==> config.mk <==
export PLATFORM = sky130hd
export DESIGN_NAME = sccr_top
export DESIGN_NICKNAME = d
export VERILOG_FILES = /design/src/rtl/sccr_pkg.sv /design/src/rtl/sccr_sync.sv /design/src/rtl/sccr_gate.sv /design/src/rtl/sccr_top.sv
export SDC_FILE = /design/constraint.sdc
export NUM_CORES = 1
export LEC_CHECK = 0
export BUFFER_PORTS_ARGS = -buffer_cell sky130_fd_sc_hd__buf_2
export CORE_MARGIN = 3
export CORE_UTILIZATION = 40
export DETAILED_ROUTE_END_ITERATION = 10
export PLACE_DENSITY = 0.77
export REMOVE_ABC_BUFFERS = 1
export SLEW_MARGIN = 20
export SYNTH_ARGS = -nofsm -noshare
export SYNTH_HDL_FRONTEND = slang
export SYNTH_SLANG_ARGS = --single-unit
==> constraint.sdc <==
create_clock -name pclk -period 1.95 [get_ports pclk]
set_input_delay 0.585 -clock pclk [delete_from_list [all_inputs] [get_ports pclk]]
set_output_delay 0.585 -clock pclk [all_outputs]
set_load 0.02 [all_outputs]
==> src/rtl/sccr_pkg.sv <==
/*
 secondary command register package: offsets, field positions, reset
 values and small shared types.
 assumes a 32-bit apb register bus on one clock.
*/
package sccr_pkg;
    localparam logic [11:0] SCCR_CMD_OFF = 12'h044;
    localparam logic [11:0] SCCR_IRQ_STAT_OFF = 12'h100;
    localparam logic [11:0] SCCR_IRQ_MASK_OFF = 12'h104;
    localparam logic [11:0] SCCR_MODE_OFF = 12'h108;
    localparam int SCCR_IO_BIT = 0;
    localparam int SCCR_MEM_BIT = 1;
    localparam int SCCR_BM_BIT = 2;
    localparam int SCCR_PERR_BIT = 6;
    localparam int SCCR_SERR_BIT = 8;
    localparam int SCCR_INTD_BIT = 10;
    localparam logic [15:0] SCCR_CMD_RW_MASK = 16'h0547;
    localparam logic [15:0] SCCR_CMD_RESET = 16'h0000;
    localparam logic [3:0] SCCR_IRQ_RESET = 4'h0;
    localparam int SCCR_IRQ_PERR = 0;
    localparam int SCCR_IRQ_ERRMSG = 1;
    localparam int SCCR_IRQ_SERR = 2;
    localparam int SCCR_IRQ_INTX = 3;
    typedef enum logic [1:0] {
        SCCR_SETUP,
        SCCR_ACCESS
    } sccr_phase_t;
endpackage

==> src/rtl/sccr_sync.sv <==
/*
 two flip-flop synchroniser for one level.
 assumes the input is asynchronous to pclk.
*/
`timescale 1ns/100ps
module sccr_sync (
    // clock and reset
    input wire logic pclk,
    input wire logic presetn,
    // level
    input wire logic d,
    output logic q
);
    typedef struct packed {
        logic s1;
        logic s2;
    } sccr_sync_t;
    sccr_sync_t st_r, st_nxt;
    always_comb begin
        st_nxt.s1 = d;
        st_nxt.s2 = st_r.s1;
    end
    always_ff @(posedge pclk or negedge presetn) begin
        if (!presetn) begin
            st_r <= '0;
        end else begin
            st_r <= st_nxt;
        end
    end
    assign q = st_r.s2;
endmodule

==> src/rtl/sccr_gate.sv <==
/*
 transaction gating: decides which secondary-side actions the command
 bits allow.
 assumes request inputs come from logic on pclk.
*/
`timescale 1ns/100ps
module sccr_gate
    import sccr_pkg::*;
(
    // command and mode
    input wire logic [15:0] cmd,
    input wire logic reverse_mode,
    input wire logic pcix_mode,
    // requests
    input wire logic io_req,
    input wire logic mem_rd_req,
    input wire logic mem_wr_req,
    input wire logic mst_req,
    input wire logic split_cpl_req,
    input wire logic special_req,
    input wire logic snoop_req,
    input wire logic mwi_own_req,
    // grants
    output logic io_accept,
    output logic mem_rd_accept,
    output logic mem_wr_accept,
    output logic mst_grant,
    output logic split_cpl_grant,
    output logic ignored
);
    logic bm;
    always_comb begin
        bm = cmd[SCCR_BM_BIT];
        io_accept = io_req && cmd[SCCR_IO_BIT] && bm;
        mem_rd_accept = mem_rd_req && cmd[SCCR_MEM_BIT] && bm;
        mem_wr_accept = mem_wr_req && bm;
        // own mwi never originated
        mst_grant = mst_req && bm && !mwi_own_req;
        // split completions free in reverse pci-x
        split_cpl_grant = split_cpl_req && (bm || (reverse_mode && pcix_mode));
        // special cycles and palette snoops never claimed
        ignored = special_req || snoop_req ||
            (io_req && !io_accept) || (mem_rd_req && !mem_rd_accept);
    end
endmodule

==> src/rtl/sccr_top.sv <==
/*
 secondary-side command register with apb slave, transaction gating,
 error reporting gates and a sticky interrupt status.
 assumes apb master on pclk; error events from logic on pclk;
 the bridge mode straps arrive asynchronously from pins.
*/
`timescale 1ns/100ps
module sccr_top
    import sccr_pkg::*;
(
    // clock and reset
    input wire logic pclk,
    input wire logic presetn,
    // apb
    input wire logic psel,
    input wire logic penable,
    input wire logic pwrite,
    input wire logic [11:0] paddr,
    input wire logic [31:0] pwdata,
    input wire logic [3:0] pstrb,
    output logic [31:0] prdata,
    output logic pready,
    output logic pslverr,
    // mode straps from pins
    input wire logic reverse_pin,
    input wire logic pcix_pin,
    // secondary requests
    input wire logic io_req,
    input wire logic mem_rd_req,
    input wire logic mem_wr_req,
    input wire logic mst_req,
    input wire logic split_cpl_req,
    input wire logic special_req,
    input wire logic snoop_req,
    input wire logic mwi_own_req,
    // grants
    output logic io_accept,
    output logic mem_rd_accept,
    output logic mem_wr_accept,
    output logic mst_grant,
    output logic split_cpl_grant,
    output logic ignored,
    // error events
    input wire logic parity_event,
    input wire logic error_event,
    input wire logic intx_req,
    // error and interrupt outputs
    output logic mdpe_set,
    output logic err_msg_send,
    output logic serr_n_o,
    output logic serr_n_oe,
    output logic intx_assert,
    output logic irq
);
    import sccr_pkg::*;

    typedef struct packed {
        logic [15:0] cmd;
        logic [3:0] stat;
        logic [3:0] mask;
        logic mdpe;
        logic err_msg;
        logic serr_drv;
        logic intx;
        logic [31:0] rdata;
    } sccr_state_t;

    sccr_state_t st_r, st_nxt;
    logic reverse_mode;
    logic pcix_mode;
    logic wr_en;
    logic rd_en;
    logic rd_setup;
    logic hit;
    logic [3:0] ev;

    function automatic logic [31:0] merge(input logic [31:0] old,
        input logic [31:0] wd, input logic [3:0] be);
        logic [31:0] r;
        r = old;
        for (int i = 0; i < 4; i++) begin
            if (be[i]) begin
                r[i*8 +: 8] = wd[i*8 +: 8];
            end
        end
        return r;
    endfunction

    function automatic logic known(input logic [11:0] a);
        return a == SCCR_CMD_OFF || a == SCCR_IRQ_STAT_OFF ||
            a == SCCR_IRQ_MASK_OFF || a == SCCR_MODE_OFF;
    endfunction

    sccr_sync u_rev_sync (
        .pclk(pclk),
        .presetn(presetn),
        .d(reverse_pin),
        .q(reverse_mode)
    );

    sccr_sync u_pcix_sync (
        .pclk(pclk),
        .presetn(presetn),
        .d(pcix_pin),
        .q(pcix_mode)
    );

    sccr_gate u_gate (
        .cmd(st_r.cmd),
        .reverse_mode(reverse_mode),
        .pcix_mode(pcix_mode),
        .io_req(io_req),
        .mem_rd_req(mem_rd_req),
        .mem_wr_req(mem_wr_req),
        .mst_req(mst_req),
        .split_cpl_req(split_cpl_req),
        .special_req(special_req),
        .snoop_req(snoop_req),
        .mwi_own_req(mwi_own_req),
        .io_accept(io_accept),
        .mem_rd_accept(mem_rd_accept),
        .mem_wr_accept(mem_wr_accept),
        .mst_grant(mst_grant),
        .split_cpl_grant(split_cpl_grant),
        .ignored(ignored)
    );

    assign hit = known(paddr);
    assign wr_en = psel && penable && pwrite && hit;
    assign rd_en = psel && penable && !pwrite && hit;
    assign rd_setup = psel && !penable && !pwrite && hit;
    assign pready = 1'b1;
    assign pslverr = psel && penable && !hit;

    always_comb begin
        logic [31:0] m;
        m = '0;
        st_nxt = st_r;
        ev = '0;
        // parity flag only when response enabled
        ev[SCCR_IRQ_PERR] = parity_event && st_r.cmd[SCCR_PERR_BIT];
        // forward error message gate
        ev[SCCR_IRQ_ERRMSG] = error_event && !reverse_mode &&
            st_r.cmd[SCCR_SERR_BIT];
        // reverse serr gate
        ev[SCCR_IRQ_SERR] = error_event && reverse_mode &&
            st_r.cmd[SCCR_SERR_BIT];
        // intx while not disabled
        ev[SCCR_IRQ_INTX] = intx_req && !st_r.cmd[SCCR_INTD_BIT];
        st_nxt.mdpe = ev[SCCR_IRQ_PERR];
        st_nxt.err_msg = ev[SCCR_IRQ_ERRMSG];
        st_nxt.serr_drv = ev[SCCR_IRQ_SERR];
        st_nxt.intx = ev[SCCR_IRQ_INTX];
        if (wr_en) begin
            case (paddr)
                SCCR_CMD_OFF: begin
                    m = merge({16'h0000, st_r.cmd}, pwdata, pstrb);
                    // ro and reserved bits dropped
                    st_nxt.cmd = m[15:0] & SCCR_CMD_RW_MASK;
                end
                SCCR_IRQ_MASK_OFF: begin
                    if (pstrb[0]) begin
                        st_nxt.mask = pwdata[3:0];
                    end
                end
                default: begin
                end
            endcase
        end
        // read data loaded in setup so it stands through the access
        if (rd_setup) begin
            case (paddr)
                SCCR_CMD_OFF: st_nxt.rdata = {16'h0000, st_r.cmd};
                SCCR_IRQ_STAT_OFF:
                    st_nxt.rdata = {28'h0000000, st_r.stat | ev};
                SCCR_IRQ_MASK_OFF: st_nxt.rdata = {28'h0000000, st_r.mask};
                SCCR_MODE_OFF:
                    st_nxt.rdata = {30'h00000000, pcix_mode, reverse_mode};
                default: st_nxt.rdata = '0;
            endcase
        end
        // read clears, new events win
        if (rd_en && paddr == SCCR_IRQ_STAT_OFF) begin
            st_nxt.stat = ev;
        end else begin
            st_nxt.stat = st_r.stat | ev;
        end
    end

    always_ff @(posedge pclk or negedge presetn) begin
        if (!presetn) begin
            st_r.cmd <= SCCR_CMD_RESET;
            st_r.stat <= SCCR_IRQ_RESET;
            st_r.mask <= SCCR_IRQ_RESET;
            st_r.mdpe <= 1'b0;
            st_r.err_msg <= 1'b0;
            st_r.serr_drv <= 1'b0;
            st_r.intx <= 1'b0;
            st_r.rdata <= '0;
        end else begin
            st_r <= st_nxt;
        end
    end

    assign prdata = st_r.rdata;
    assign mdpe_set = st_r.mdpe;
    assign err_msg_send = st_r.err_msg;
    // open-drain serr: drive low only when enabled
    assign serr_n_o = 1'b0;
    assign serr_n_oe = st_r.serr_drv;
    // released at once when disabled
    assign intx_assert = st_r.intx && !st_r.cmd[SCCR_INTD_BIT];
    assign irq = |(st_r.stat & st_r.mask);

    a_cmd_ro_zero: assert property (@(posedge pclk) disable iff (!presetn)
        (st_r.cmd & ~SCCR_CMD_RW_MASK) == 16'h0000)
        else $error("read-only command bit set");
    a_io_gate: assert property (@(posedge pclk) disable iff (!presetn)
        io_accept |-> st_r.cmd[SCCR_IO_BIT] && st_r.cmd[SCCR_BM_BIT])
        else $error("io accepted while disabled");
    a_mem_gate: assert property (@(posedge pclk) disable iff (!presetn)
        mem_rd_req && !st_r.cmd[SCCR_MEM_BIT] |-> !mem_rd_accept && ignored)
        else $error("memory read not ignored");
    a_master_gate: assert property (@(posedge pclk) disable iff (!presetn)
        mst_grant |-> st_r.cmd[SCCR_BM_BIT] && !mwi_own_req)
        else $error("master without enable");
    a_split_free: assert property (@(posedge pclk) disable iff (!presetn)
        split_cpl_req && reverse_mode && pcix_mode |-> split_cpl_grant)
        else $error("split completion blocked");
    a_special_ign: assert property (@(posedge pclk) disable iff (!presetn)
        special_req || snoop_req |-> ignored)
        else $error("special or snoop claimed");
    a_parity_flag: assert property (@(posedge pclk) disable iff (!presetn)
        parity_event && st_r.cmd[SCCR_PERR_BIT] |=> mdpe_set)
        else $error("parity flag missing");
    a_parity_off: assert property (@(posedge pclk) disable iff (!presetn)
        mdpe_set |-> $past(st_r.cmd[SCCR_PERR_BIT]))
        else $error("parity flag while disabled");
    a_errmsg_gate: assert property (@(posedge pclk) disable iff (!presetn)
        err_msg_send |-> $past(st_r.cmd[SCCR_SERR_BIT]) && !$past(reverse_mode))
        else $error("error message without enable");
    a_serr_gate: assert property (@(posedge pclk) disable iff (!presetn)
        serr_n_oe |-> $past(st_r.cmd[SCCR_SERR_BIT]) && $past(reverse_mode))
        else $error("serr driven without enable");
    a_intx_off: assert property (@(posedge pclk) disable iff (!presetn)
        st_r.cmd[SCCR_INTD_BIT] |-> !intx_assert)
        else $error("intx while disabled");
endmodule

==> key figures <==
Outcome
  – Status: finished with violations
  – Failing checks: setup timing

Clock tree
  – CTS Buf Count: 5
  – Clock sink total: 29
  – H-tree Lvls: 2
  – Max clock buf depth: 2
  – Worst-Skew Late Latency: 280 ps
  – TritonCTS clock tree: yes
  – Clk root buf: clkbuf_8
  – CTS Hold Buffers Added: 0
  – Clock transition at path regs: 50 ps

Yosys
  – Post-synth EDFFs: 0
  – Synthesized netlist cell count: about 160
  – Ys Warns: 0
  – Ys async rst share: 100%
  – Sequential fraction of the synthesis area: 42.9%
  – Top FF cell, synth: dfrtp_1
  – Avg Cell Area, Syn: 10.7 um2
  – Mapped cell area: ~0.0017 mm2
  – Post-synthesis register bit count: 29
  – Synth unique cells: 35

Floorplan
  – Die W: between 70 and 80 um
  – Starting Density: 42.0%
  – Cell row count: 23
  – DIE HEIGHT: approximately 70 um
  – Core Area: 0.00403 mm2
  – DIE AREA: ~0.0050 mm2
  – IO Count: ~110

Detailed routing
  – DR pass1 iterations: 4
  – WL per Instance: roughly 13 um
  – Iter 0 DRT Violations: 37
  – # DRC: 0
  – Final wirelength: ~3600 um
  – Via Count: between 1000 and 1500
  – ANT nets after route: 0
  – Via density: 4.60

GRT
  – Initial antenna violation count: 0
  – Tot GR Track Use: 14.7%
  – Global-route wire length before repair: 5750 um
  – Largest net degree at the start of global routing: 30
  – Vias in the first global route: 1253
  – Gr ovfl total: 0

Power
  – P_leak: between 1 and 1.5 nW
  – Power per cell area: approximately 590 mW/mm2
  – Total power: ~1.3 mW
  – Max VDD drop: approximately 0.35 mV

Timing
  – Final Hold Viols: 0
  – Setup WS post-layout: -137 ps
  – Max-slew violations: 0
  – Slew margin rel.: 58.4%
  – Clock skew: about 3.5 ps
  – Worst-Margin Slew: approximately 620 ps
  – Setup Viol. Count Final: 8
  – Upper clock frequency limit: roughly 0.48 GHz
  – Min Tclk post-route: between 2000 and 2500 ps
  – Final cycle utilization of the critical path: 107%
  – RSZ-0062 raised after global routing: true

Worst setup path
  – Cell family with most CP delay: simple AND/OR/NAND/NOR gates
  – Crit path kind: in2out
  – Worst R2R Setup Slack: 500 ps
  – CP Launch Type: primary input
  – CP Buf/Inv Count: 2
  – Critical Path RT: roughly 1400 ps
  – Slowest stage delay, CP: about 320 ps
  – Crit-path max FO: 2
  – Slowest stage cell, crit path: nor4_4
  – Worst Setup End Kind: output port
  – Crit path DAT: ~1500 ps
  – CP cell instances: buf_6 > nor4_4 > nand2_2 > nor3_2 > nor2_1 > buf_4

Flow run
  – MaxCap Viol Count: 0

Placed design
  – HPWL after DPL: between 2000 and 3000 um
  – Routability cong.: roughly 0.83
  – Placed Area: between 0.0015 and 0.002 mm2
  – Buffers on Ports: 57

Layout
  – Area Growth Syn to Fin: 26.8%
  – Final #Nets: ~300
  – Final non-filler cell area: 0.00215 mm2
  – Share of layout cells above drive strength 1: between 40% and 50%
  – N_diodes: 0
  – Fin util: a little over half

Hold path
  – Worst Hold Class: in2async
routing by layer:
| layer | part of all wire, % | vias to the layer above | GRT usage, % |
|---|---|---|---|
| met3 | 7.6 | 2 | 5.97 |
| met5 | 0 | - | 0 |
| met4 | 0.33 | 0 | 4.38 |
| met2 | 51 | 49 | 24.1 |
| met1 | 41 | 600 | 17.8 |
| li1 | - | 633 | - |
area by class of cell:
type,instances,area [um2]
fillers,379,1880
multi-input cells,114,822
flip-flops and latches,29,726
repair buffers,74,430
clock buffers,7,86.3
well taps,50,62.6
inverters,5,18.8
flip-flops by register name (all words and copies together) (netlist names):
| register | count |
|---|---|
| err_msg_send | 1 |
| mdpe_set | 1 |
| prdata | 7 |
| serr_n_oe | 1 |
| st_r | 15 |
| u_pcix_sync.q | 1 |
| u_pcix_sync.st_nxt | 1 |
| u_rev_sync.q | 1 |
| u_rev_sync.st_nxt | 1 |
cells in the mapped netlist, types with 2 or more instances:
library cell | count | area (um2)
a21o_1 | 5 | 37.5
a21oi_1 | 2 | 10.0
a22oi_1 | 3 | 22.5
and2_1 | 2 | 12.5
and3_1 | 3 | 18.8
buf_4 | 34 | 255
conb_1 | 2 | 7.51
dfrtp_1 | 29 | 726
inv_1 | 5 | 18.8
mux2_2 | 10 | 113
mux2_4 | 7 | 105
nand2_1 | 7 | 26.3
nand4_1 | 4 | 25.0
nor2_1 | 14 | 52.6
nor2b_1 | 8 | 50.1
nor4b_2 | 2 | 30.0
o32ai_1 | 3 | 26.3
logic make-up after synthesis:
| kind of cell | count (synthesis) | share of synthesized area, % |
|---|---|---|
| multiplexers | 17 | 12.9 |
| other | 2 | 0.444 |
| flip-flops | 29 | 42.9 |
| AND/OR/NAND/NOR | 51 | 18.5 |
| AO/OA/AOI/OAI | 19 | 8.43 |
| buffers and inverters | 40 | 16.9 |
power breakdown:
| group | switching (mW) | total (mW) | leakage [nW] | internal (mW) |
|---|---|---|---|---|
| clock network | 0.198 | 0.477 | 0.0443 | 0.279 |
| registers | 0.00277 | 0.611 | 0.388 | 0.608 |
| logic | 0.109 | 0.170 | 0.720 | 0.0609 |
| total | 0.310 | 1.26 | 1.15 | 0.948 |
layout by cell type, fill, tap and decap left out, types with 3 or more instances in the layout:
| master | instances |
|---|---|
| nand4_1 | 4 |
| a21o_1 | 5 |
| mux2_4 | 10 |
| and3_1 | 3 |
| nand2_1 | 7 |
| nor2_1 | 14 |
| inv_1 | 4 |
| mux2_2 | 7 |
| buf_4 | 19 |
| a22oi_1 | 3 |
| conb_1 | 27 |
| dfrtp_1 | 29 |
| nor2b_1 | 8 |
| buf_2 | 53 |
| clkbuf_8 | 6 |
| o32ai_1 | 3 |
worst paths after layout:
check / cells after the start / to / startpoint
hold / removal: 1 / prdata[0]$_DFFE_PN0P_ / presetn
setup / recovery: 6 / pslverr / paddr[11]
min in group pclk: 0 / u_pcix_sync.q$_DFF_PN0_ / u_pcix_sync.st_nxt[0]$_DFF_PN0_
max in group asynchronous: 1 / mdpe_set$_DFF_PN0_ / presetn
hold reg to reg: 0 / u_pcix_sync.q$_DFF_PN0_ / u_pcix_sync.st_nxt[0]$_DFF_PN0_
setup reg to reg: 4 / prdata[0]$_DFFE_PN0P_ / st_r[50]$_DFFE_PN0P_
metrics by stage:
stage               hold slack, ps  setup TNS [ps]  instances  worst slack, ps
finish                         325            -696        279             -137
global route                   366           -1290        279             -210
CTS                            345            -127        278             -127
detailed placement             336           -4330        270             -261
global placement               332           -3990        270             -244
floorplan                      289            -871        148             -124
what timing repair did:
| item | in CTS | in global routing |
|---|---|---|
| buffers inserted | 1 | 1 |
| endpoints found under the setup margin | 2 | 11 |
| resized for setup | 5 | 11 |
| pin swaps | 5 | 2 |
Note: power is estimated with default switching activity, not from simulation.
